`src/design/tlp_defs.svh`:
```
// Numeric constants for the thermal line printer host port
`ifndef TLP_DEFS_SVH
`define TLP_DEFS_SVH

// Line geometry
`define TLP_LINE_BYTES     48
`define TLP_BYTE_BITS      8

// Write command addresses
`define TLP_CMD_RESET      4'h0
`define TLP_CMD_ADVANCE    4'h1
`define TLP_CMD_LOAD       4'h2
`define TLP_CMD_LATCH      4'h3
`define TLP_CMD_PRINT_ADV  4'h4
`define TLP_CMD_PRINT      4'h5

// Read addresses
`define TLP_RD_IDENTITY    4'h0
`define TLP_RD_STATUS      4'h1

// Status bit positions
`define TLP_ST_ADV_RDY     4
`define TLP_ST_ACCEPT      5
`define TLP_ST_PRN_RDY     6
`define TLP_ST_NO_FAULT    7

// Identity value, arbitrary
`define TLP_ID_CODE        8'h5A

// Timing
`define TLP_CLK_PERIOD_NS  40
`define TLP_PRINT_TIME_NS  2500000
`define TLP_ADV_TIME_NS    4000000
`define TLP_LOAD_TIME_NS   5000
`define TLP_PRINT_CYCLES   (`TLP_PRINT_TIME_NS / `TLP_CLK_PERIOD_NS)
`define TLP_ADV_CYCLES     (`TLP_ADV_TIME_NS / `TLP_CLK_PERIOD_NS)
`define TLP_LOAD_CYCLES    (`TLP_LOAD_TIME_NS / `TLP_CLK_PERIOD_NS)

`endif

```
`src/design/tlp_pkg.sv`:
```
// Types shared by the thermal line printer host port
package tlp_pkg;

    typedef enum logic [2:0] {
        TLP_IDLE,
        TLP_LOADING,
        TLP_PRINTING,
        TLP_ADVANCING
    } tlp_state_t;

endpackage

```
`src/design/tlp_head_chain.sv`:
```
// Printhead shift chain and output latch for one print line
`timescale 1ns/1ps

module tlp_head_chain #(
    parameter int NBYTES = 48
) (
    input  wire logic                  mclk,
    input  wire logic                  rst_n,
    input  wire logic                  shift_en,
    input  wire logic [7:0]            byte_in,
    input  wire logic                  latch_en,
    output logic      [NBYTES*8-1:0]   latched_q
);

    logic [NBYTES*8-1:0] chain_q;

    // Byte 0 is the leftmost position; bytes travel toward higher indices
    always_ff @(posedge mclk or negedge rst_n) begin
        if (!rst_n) begin
            chain_q <= '0;
        end else if (shift_en) begin
            chain_q <= {chain_q[NBYTES*8-9:0], byte_in};
        end
    end

    always_ff @(posedge mclk or negedge rst_n) begin
        if (!rst_n) begin
            latched_q <= '0;
        end else if (latch_en) begin
            latched_q <= chain_q;
        end
    end

endmodule

```
`src/design/tlp_host_port.sv`:
```
// Host command port of the thermal line printer: decode, sequencing, status
`timescale 1ns/1ps
`include "tlp_defs.svh"

//
// Contract
// Holds one line of 384 dots, loaded as 48 bytes.
// A one bit energizes its dot when printed; zero leaves it off.
// Bytes shift left to right; each new byte pushes the oldest out.
// A partial load prints leftover old bytes with new ones shifted left.
// Host keeps lit dots per print at or below a quarter of the line.
// Load captures the data byte, shifts it in, drops accept-data until ready.
// Host loads only while accept-data reads one.
// Latch copies the shifted chain into the output latch for printing.
// Host latches after a full line, with print-ready and accept-data high.
// Print-only prints the latched line, no paper move, print-ready low meanwhile.
// Host sends print-only only while print-ready reads one.
// Advance moves paper one eighth-millimetre line without printing.
// Host advances only while advance-ready reads one.
// Print-and-advance prints then advances, ready bits low while busy; accept-data stays high, only print-ready and advance-ready drop.
// Host sends print-and-advance only with print-ready and advance-ready high.
// Reset command abandons activity and returns to idle.
// Host polls status after reset before further commands.
// Identify read returns a fixed eight-bit identity value.
// Status: bit6 print-ready, bit5 accept-data, bit4 advance-ready, bit7 fault.
// Host reads status and waits for ready bits before any command.
// Bit7 reads zero with a fault, one without; bits 3..0 zero.
// Writes: 0 reset, 1 advance, 2 load, 3 latch, 4 print+advance, 5 print.
// Read 0 identity, read 1 status, others unused.
// Commands use address lines with select low plus read or write low.
// Ready bits drop on taking a command and rise when it completes.
// After reset command, all ready bits read one unless faulted.
module tlp_host_port #(
    parameter int         NBYTES       = `TLP_LINE_BYTES,
    parameter int         PRINT_CYCLES = `TLP_PRINT_CYCLES,
    parameter int         ADV_CYCLES   = `TLP_ADV_CYCLES,
    parameter int         LOAD_CYCLES  = `TLP_LOAD_CYCLES,
    parameter logic [7:0] ID_CODE      = `TLP_ID_CODE
) (
    input  wire logic                  mclk,
    input  wire logic                  rst_n,
    input  wire logic [3:0]            addr,
    input  wire logic [7:0]            data_in,
    output logic      [7:0]            data_out,
    output logic                       data_oe,
    input  wire logic                  unit_select_n,
    input  wire logic                  rd_n,
    input  wire logic                  wr_n,
    input  wire logic                  head_fault,
    output logic      [NBYTES*8-1:0]   head_dots,
    output logic                       head_energize,
    output logic                       paper_step
);

    localparam int MAXC = (PRINT_CYCLES > ADV_CYCLES) ?
                          ((PRINT_CYCLES > LOAD_CYCLES) ? PRINT_CYCLES : LOAD_CYCLES) :
                          ((ADV_CYCLES > LOAD_CYCLES) ? ADV_CYCLES : LOAD_CYCLES);
    localparam int CW   = $clog2(MAXC + 1);

    tlp_pkg::tlp_state_t state_q;
    logic [CW-1:0]       cnt_q;
    logic                then_adv_q;
    logic                accept_q;
    logic                prn_rdy_q;
    logic                adv_rdy_q;
    logic                wr_seen_q;
    logic                wr_act;
    logic                rd_act;
    logic                cmd_take;
    logic                idle_take;
    logic                shift_en;
    logic                latch_en;
    logic                cnt_done;
    logic [7:0]          status;
    logic [NBYTES*8-1:0] latched;

    // Strobe decode: a write is taken once, on the first cycle it is seen
    assign wr_act    = !unit_select_n && !wr_n;
    assign rd_act    = !unit_select_n && !rd_n;
    assign cmd_take  = wr_act && !wr_seen_q;
    // Busy commands arriving mid-operation or under fault are dropped
    assign idle_take = cmd_take && (state_q == tlp_pkg::TLP_IDLE) && !head_fault;
    assign shift_en  = idle_take && (addr == `TLP_CMD_LOAD);
    assign latch_en  = idle_take && (addr == `TLP_CMD_LATCH);
    assign cnt_done  = (cnt_q == '0);

    always_ff @(posedge mclk or negedge rst_n) begin
        if (!rst_n) begin
            wr_seen_q <= 1'b0;
        end else begin
            wr_seen_q <= wr_act;
        end
    end

    // Command sequencer and ready flags
    always_ff @(posedge mclk or negedge rst_n) begin
        if (!rst_n) begin
            state_q    <= tlp_pkg::TLP_IDLE;
            cnt_q      <= '0;
            then_adv_q <= 1'b0;
            accept_q   <= 1'b1;
            prn_rdy_q  <= 1'b1;
            adv_rdy_q  <= 1'b1;
        end else if (cmd_take && addr == `TLP_CMD_RESET) begin
            // Reset wins over anything in progress
            state_q    <= tlp_pkg::TLP_IDLE;
            cnt_q      <= '0;
            then_adv_q <= 1'b0;
            accept_q   <= 1'b1;
            prn_rdy_q  <= 1'b1;
            adv_rdy_q  <= 1'b1;
        end else begin
            unique case (state_q)
                tlp_pkg::TLP_IDLE: begin
                    if (idle_take) begin
                        unique case (addr)
                            `TLP_CMD_ADVANCE: begin
                                state_q   <= tlp_pkg::TLP_ADVANCING;
                                cnt_q     <= CW'(ADV_CYCLES - 1);
                                adv_rdy_q <= 1'b0;
                            end
                            `TLP_CMD_LOAD: begin
                                state_q  <= tlp_pkg::TLP_LOADING;
                                cnt_q    <= CW'(LOAD_CYCLES - 1);
                                accept_q <= 1'b0;
                            end
                            `TLP_CMD_PRINT_ADV: begin
                                state_q    <= tlp_pkg::TLP_PRINTING;
                                cnt_q      <= CW'(PRINT_CYCLES - 1);
                                then_adv_q <= 1'b1;
                                prn_rdy_q  <= 1'b0;
                                adv_rdy_q  <= 1'b0;
                            end
                            `TLP_CMD_PRINT: begin
                                state_q    <= tlp_pkg::TLP_PRINTING;
                                cnt_q      <= CW'(PRINT_CYCLES - 1);
                                then_adv_q <= 1'b0;
                                prn_rdy_q  <= 1'b0;
                            end
                            default: begin
                                // Latch is immediate; 6..F are ignored
                                state_q <= tlp_pkg::TLP_IDLE;
                            end
                        endcase
                    end
                end
                tlp_pkg::TLP_LOADING: begin
                    if (cnt_done) begin
                        state_q  <= tlp_pkg::TLP_IDLE;
                        accept_q <= 1'b1;
                    end else begin
                        cnt_q <= cnt_q - 1'b1;
                    end
                end
                tlp_pkg::TLP_PRINTING: begin
                    if (cnt_done && then_adv_q) begin
                        // Print ready stays low until the paper has moved too
                        state_q <= tlp_pkg::TLP_ADVANCING;
                        cnt_q   <= CW'(ADV_CYCLES - 1);
                    end else if (cnt_done) begin
                        state_q   <= tlp_pkg::TLP_IDLE;
                        prn_rdy_q <= 1'b1;
                    end else begin
                        cnt_q <= cnt_q - 1'b1;
                    end
                end
                tlp_pkg::TLP_ADVANCING: begin
                    if (cnt_done) begin
                        state_q    <= tlp_pkg::TLP_IDLE;
                        then_adv_q <= 1'b0;
                        adv_rdy_q  <= 1'b1;
                        prn_rdy_q  <= 1'b1;
                    end else begin
                        cnt_q <= cnt_q - 1'b1;
                    end
                end
                default: begin
                    state_q <= tlp_pkg::TLP_IDLE;
                end
            endcase
        end
    end

    // Line storage; the chain length fixes the line width
    tlp_head_chain #(
        .NBYTES    (NBYTES)
    ) u_chain (
        .mclk      (mclk),
        .rst_n     (rst_n),
        .shift_en  (shift_en),
        .byte_in   (data_in),
        .latch_en  (latch_en),
        .latched_q (latched)
    );

    // Printhead drive: dots follow latched bits only while the head is energized,
    // so no stale line sits on the dot lines in the last print cycle
    always_ff @(posedge mclk or negedge rst_n) begin
        if (!rst_n) begin
            head_dots     <= '0;
            head_energize <= 1'b0;
        end else begin
            head_energize <= (state_q == tlp_pkg::TLP_PRINTING) && !cnt_done;
            head_dots     <= ((state_q == tlp_pkg::TLP_PRINTING) && !cnt_done) ?
                             latched : '0;
        end
    end

    // One step pulse per line advance; the motor driver does the rest
    always_ff @(posedge mclk or negedge rst_n) begin
        if (!rst_n) begin
            paper_step <= 1'b0;
        end else begin
            paper_step <= (state_q != tlp_pkg::TLP_ADVANCING) &&
                          (((state_q == tlp_pkg::TLP_IDLE) && idle_take &&
                            (addr == `TLP_CMD_ADVANCE)) ||
                           ((state_q == tlp_pkg::TLP_PRINTING) && cnt_done &&
                            then_adv_q && !(cmd_take && addr == `TLP_CMD_RESET)));
        end
    end

    // Ready bits read as zero under fault so the host never issues work
    always_comb begin
        status                    = 8'h00;
        status[`TLP_ST_NO_FAULT]  = !head_fault;
        status[`TLP_ST_PRN_RDY]   = prn_rdy_q && !head_fault;
        status[`TLP_ST_ACCEPT]    = accept_q && !head_fault;
        status[`TLP_ST_ADV_RDY]   = adv_rdy_q && !head_fault;
    end

    // Read data is registered: valid from the second cycle of a read strobe
    always_ff @(posedge mclk or negedge rst_n) begin
        if (!rst_n) begin
            data_out <= 8'h00;
        end else if (rd_act) begin
            unique case (addr)
                `TLP_RD_IDENTITY: data_out <= ID_CODE;
                `TLP_RD_STATUS:   data_out <= status;
                default:          data_out <= 8'h00;
            endcase
        end
    end

    assign data_oe = rd_act;

endmodule

```
`config.mk`:
```
export PLATFORM = sky130hd
export DESIGN_NAME = tlp_host_port
export DESIGN_NICKNAME = d
export VERILOG_FILES = /design/src/design/tlp_pkg.sv /design/src/design/tlp_head_chain.sv /design/src/design/tlp_host_port.sv
export VERILOG_INCLUDE_DIRS = /design/src /design/src/design
export SDC_FILE = /design/constraint.sdc
export NUM_CORES = 2
export LEC_CHECK = 0
export ABC_AREA = 1
export BUFFER_PORTS_ARGS = -buffer_cell sky130_fd_sc_hd__buf_2
export CORE_ASPECT_RATIO = 1.2
export CORE_UTILIZATION = 43
export CTS_CLUSTER_SIZE = 10
export DETAILED_ROUTE_END_ITERATION = 8
export GPL_TIMING_DRIVEN = 0
export PLACE_DENSITY = 0.59
export RECOVER_POWER = 50
export SYNTH_ARGS = -nofsm -noshare
export SYNTH_HDL_FRONTEND = slang
export SYNTH_HIERARCHICAL = 1
export SYNTH_SLANG_ARGS = --single-unit
```
`constraint.sdc`:
```
create_clock -name mclk -period 2.35 [get_ports mclk]
set_clock_uncertainty 0.15 [all_clocks]
set_input_delay 0.1175 -clock mclk [delete_from_list [all_inputs] [get_ports mclk]]
set_output_delay 0.1175 -clock mclk [all_outputs]
set_load 0.05 [all_outputs]
```
== Word level (Yosys, flattened, before mapping) ==
Index checks and enable logic that the tools add are counted.
Cells by class
  add/sub/neg operators: 1
  equality and inequality tests: 18
  mux-type cells: 34
  reduce and logical (&&, ||, !) cells: 42
Operators with widths (count)
  384-bit two-way mux: 1
  17-bit one-hot mux with 3 select lines: 2
  17-bit two-way mux: 4
  3-bit inequality test, second input constant: 7
  1-bit logical AND: 19
  17-bit logical NOT: 1
  17-bit by 1-bit subtractor with 17-bit output, second input constant: 1
  8-bit one-hot mux with 2 select lines: 1
  4-bit AND reduction: 4
  1-bit two-way mux: 15
  3-bit two-way mux: 4
  3-bit one-hot mux with 3 select lines: 1
  4-bit by 2-bit == test with 1-bit output, second input constant: 2
  4-bit by 3-bit == test with 1-bit output, second input constant: 2
  1-bit one-hot mux with 2 select lines: 4
  4-bit nonzero test: 2
  1-bit logical NOT: 7
  3-bit by 2-bit == test with 1-bit output, second input constant: 2
  2-bit one-hot mux with 3 select lines: 1
  3-bit nonzero test: 2
  2-bit OR reduction: 3
  5-bit by 4-bit inequality test with 1-bit output, second input constant: 1
  4-bit by 1-bit == test with 1-bit output, second input constant: 1
  4-bit logical NOT: 1
  7 further kinds: 7
Word-level totals
  flip-flop bits (word level): 1187
  input bits: 18
  logic and storage cells: 108

== Longest topological paths before layout ==
  depth after elaboration: 9
  depth in mapped cells: 11
  mapped depth without buffers: 11

== Cells and area by module ==
The synthesis kept the hierarchy.
Modules (own cells, without submodules)
  tlp_head_chain: instances 1, cells each 3244, area each 29228.0 µm², sequential area each 19218.4 µm²
  tlp_host_port: instances 1, cells each 1549, area each 15329.7 µm², sequential area each 10413.7 µm²

== Worst setup path before layout ==
Ideal clock, no wire load.
  path kind: reg2reg
  start point: register state_q[2]
  end point: register u_chain.latched_q[322]
  arrival time: 1.546 ns
  data required time: 2.084 ns
  path slack: 0.538 ns
  cell stages (with the launch flop): 12
  path buffers: 3
  period minus slack after synthesis: 1.812 ns
  cell sequence: dfrtp_1 nor2_1 nand2_1 nor2_1 inv_1 nor2_1 buf_4 inv_4 buf_6 buf_4 nand2_1 nand2_1
Between the ends
  word-level cells in the longest chain between the ends: 4
Ends and longest elaborated chain
  start: declaration: RTL line tlp_host_port.sv:60  | tlp_pkg::tlp_state_t state_q;
  start signal: assignment: RTL line tlp_host_port.sv:98  | state_q <= tlp_pkg::TLP_IDLE;
  start signal: assignment: RTL line tlp_host_port.sv:106  | state_q <= tlp_pkg::TLP_IDLE;
  start signal: assignment: RTL line tlp_host_port.sv:118  | state_q <= tlp_pkg::TLP_ADVANCING;
  3-bit logical NOT: RTL line tlp_host_port.sv:82  | assign idle_take = cmd_take && (state_q == tlp_pkg::TLP_IDLE) && !head_fault;
  1-bit logical AND (2 in a row): RTL line tlp_host_port.sv:82
  1-bit logical AND: RTL line tlp_host_port.sv:84  | assign latch_en = idle_take && (addr == `TLP_CMD_LATCH);
  via latch_en: RTL line tlp_host_port.sv:72  | logic latch_en;
  end signal: assignment: RTL line tlp_head_chain.sv:30  | latched_q <= chain_q;
  end: declaration: RTL line tlp_head_chain.sv:12  | output logic [NBYTES*8-1:0] latched_q
The timed path passes the listed nets, and every way through them passes these cells.
A chain may end at the register's enable or synchronous reset.

== Final worst setup path ==
  start point: input port addr[3]
  end point: register data_out[4]
Between the ends
  word-level cells in the longest chain between the ends: 2
Ends and longest elaborated chain
  start: declaration: RTL line tlp_host_port.sv:42  | input wire logic [3:0] addr,
  4-bit by 1-bit == test with 1-bit output or 4-bit logical NOT (tied branches): RTL line tlp_host_port.sv:236  | unique case (addr)
  8-bit one-hot mux with 2 select lines *: RTL line tlp_host_port.sv:236
  end signal: assignment: RTL line tlp_host_port.sv:238  | `TLP_RD_STATUS: data_out <= status;
  end: declaration: RTL line tlp_host_port.sv:44  | output logic [7:0] data_out,
Every way passes the cells marked *; elsewhere a longest branch is shown, timed or not.

==> results.yml <==
cells_and_area:
  final_nets: 5409
  drive_above_1_share: 0.0904
  final_util: 0.509
  syn2layout_area_growth_pct: 17.5
  nFillCells: 9846
yosys:
  synthMuxAreaShare: 0
  synth-xor-area-share: 0.000590
  syn-cell-area_um2: 44600
  netlist_top_cells_area: "dfrtp_1 66%, nand2_1 20%, inv_1 3.6%"
  synth-simple-area-share: 0.252
  synth_compound_area_frac: 0.00348
  yosysTopAreaCellShare: 0.663
  yosysWarnings: 6
  synthCells: 4793
  synth_ff_type: "dfrtp_1"
  avgSynthCellArea_um2: 9.30
  synth_top_family_by_area: "simple AND/OR/NAND/NOR gates"
  synthArstFlopShare: 1.00
  yosysSeqAreaShare: 0.665
  yosysMostFrequentCell: "nand2_1"
  synthAdderAreaFrac: 0.000562
  post-synth-top-area-cell: "dfrtp_1"
  synth_common_cells: "2429 x nand2_1, 1181 x dfrtp_1, 427 x inv_1"
  synth.distinct_cells: 38
  synth_edf_count: 0
  ys_ff_latch: 1184
clock_tree:
  htreeDepth: 4
  cts_buffers: 138
  ctsHoldBuffers: 34
  cts_max_path_buffers: 3
  cts_tree: "built"
  insertion_delay_ns: 0.74
  cts-root-buf: "clkbuf_16"
  clock_sinks: 1184
  path_clk_slew_ns: 0.05
outcome:
  violations: "negative hold slack, max-capacitance violations, max-slew violations"
  outcome: "finished with violations"
flow_run:
  drv_cap: 1
critical_path:
  timing.rr.end: "u_chain/chain_q[44]"
  cp_cell_sequence: "dlygate4sd3_1 > buf_2 > nor2_4 > nand3_2 > inv_1 > dlygate4sd3_1 > nand3_1 > o211ai_1 > dlygate4sd3_1"
  critPathRequiredTime_ns: 2.87
  cp-end-kind: "register"
  crit_type: "in -> reg"
  crit_end: "data_out[4]"
  crit_top_cell: "dlygate4sd3_1"
  critPathMaxFanout: 5
  rr_worst_depth: 10
  cp-startpoint: "addr[3]"
  worst_path_largest_cell_delay_ns: 0.58
  critPathLaunchType: "input port"
  crit_path_top_delay_cell: "dlygate4sd3_1"
  r2r_start: "state_q[2]"
  cp_data_arrival_time_ns: 2.83
  r2r_slack_ns: 0.12
grt:
  grt_pass1_vias: 31307
  grt_max_degree: 178
  grt_remaining_overflow: 0
  antenna_found_initial: 2
  gr-usage-all-layers: 0.206
  grt_pass1_wl_mm: 169
sta:
  tightestPinTransition_ns: 1.62
  fin_crit_ns: 2.30
  final-setup-viol-count: 0
  relSlewSlack: -0.0817
  fin_crit_sh: 0.980
  hold_slack_ns: -0.822
  drv_slew: 178
  setup_ws_ns: 0.0459
  fin_setup_tns_ns: 0
  fmax_mhz: 434
  finalHoldViolCount: 391
pwr:
  p_sw_mw: 8.78
  p_int_mw: 31.8
  swShare: 0.217
  vdd_drop_max_mv: 0.689
  seq_power_share: 0.506
  comb_power_share: 0.031
  total_power_mw: 40.5
  p_leak_nw: 28.0
  power_density_nw_per_um2: 774
  power.share.clock: 0.463
die:
  rows: 129
  ioPinCount: 413
  die-area_um2: 105000
  die_h_um: 355
  coreArea_um2: 103000
  start_util: 0.433
  fp.dieW_um: 296
routing:
  drt_iter0_drc: 2071
  vias_per_cell: 4.50
  vias: 30613
  drcViolationCount: 0
  wl_mm: 105
  drt-pass1-iter-count: 5
  wl_per_cell_um: 15.5
  ant_nets: 0
placement:
  dp_hpwl_mm: 71.8
  io_buffers: 410
  pre_cts_slack_ns: -1.19
  gp_congestion: 0.849
min_path:
  hold_class: "in -> async"
==> metal layers <==
layer	track usage	routed length (µm)	vias up
met3	0.0411	5320	158
li1	-	-	15187
met1	0.270	46600	14660
met4	0.0660	2500	0
met5	0	0	-
met2	0.341	50900	608
==> cell usage in the layout (no fill, tap or decap), types with 3 or more instances in the layout <==
cell,instances
nand2_1,2428
dfrtp_1,1181
inv_1,427
nor2_1,412
clkbuf_1,373
clkbuf_16,144
buf_2,121
buf_6,99
buf_4,36
nand3_1,35
dlygate4sd3_1,34
nor2_2,23
o21ai_0,13
clkbuf_4,10
nand2_2,8
buf_16,6
nand3_2,5
buf_8,5
nor2_4,4
inv_2,3
nand4_1,3
o211ai_1,3
a21oi_1,3
conb_1,3
dfstp_2,3
clkinv_2,3
clkinv_8,3
clkbuf_8,3
==> area by class of cell <==
class | instances | area [µm²] | share of cell area
clock inverter | 8 | 103 | 0.00196
tap | 1375 | 1720 | 0.0329
clock buffer | 163 | 3700 | 0.0708
inverter | 432 | 1630 | 0.0311
antenna | 1 | 2.50 | 0.0000478
sequential | 1184 | 29600 | 0.566
timing repair buffer | 454 | 2190 | 0.0418
multi-input combinational | 2962 | 11500 | 0.220
buffer | 217 | 1870 | 0.0358
==> worst max-delay path: cells and delay by family <==
kind,cells,cell delay (ns)
buf+inv,5,1.98
compound gates,1,0.22
simple gates,3,0.50
==> flip-flops by register name, indices dropped and copies added (netlist names), 3 cells and up <==
name and count:
data_out 5, state_q 3, u_chain/latched_q 384, head_dots 384
u_chain/chain_q 384, cnt_q 17
==> kinds of logic (layout without fill, tap and decap cells) <==
kind of cell             Yosys count  in the layout
XOR/XNOR                           3              3
AO/OA/AOI/OAI                     26             26
buffers and inverters            649           1274
flip-flops                      1184           1184
other                              1              4
AND/OR/NAND/NOR                 2928           2928
adder cells (fa/ha/maj)            2              2
==> power groups by stage <==
| stage | sequential, mW | combinational [mW] | clock [mW] |
|---|---|---|---|
| finish | 20.5 | 1.26 | 18.8 |
| global route | 20.5 | 1.45 | 20.1 |
| CTS | 20.5 | 1.30 | 19.3 |
| detailed placement | 20.9 | 1.23 | 0 |
| global placement | 20.9 | 1.18 | 0 |
| floorplan | 20.9 | 0.593 | 0 |
==> how the worst min path moves through the flow <==
stage | from | endpoint
2_1_floorplan | rst_n | cnt_q[0]
3_3_place_gp | wr_n | wr_seen_q
3_5_place_dp | rst_n | head_dots[268]
4_1_cts | rst_n | head_dots[268]
5_1_grt | rst_n | head_dots[268]
6_report | rst_n | head_dots[268]
==> metrics by stage <==
stage | hold WS (ns) | instance area (µm²) | instances
2_1_floorplan | -0.328 | 44600 | 4795
3_3_place_gp | 0.165 | 48300 | 6580
3_5_place_dp | -0.0137 | 48500 | 6587
4_1_cts | -0.827 | 52800 | 6794
5_1_grt | -0.780 | 52300 | 6795
6_report | -0.822 | 52300 | 6796
==> repair_timing <==
| item | in CTS | in global routing |
|---|---|---|
| gates cloned | 2 | 1 |
| pin swaps | 0 | 0 |
| resized for setup | 6 | 13 |
| endpoints found under the hold margin | 627 | 391 |
| setup buffers | 0 | 0 |
| setup endpoints to repair | 543 | 610 |
Note: power is estimated with default switching activity, not from simulation.
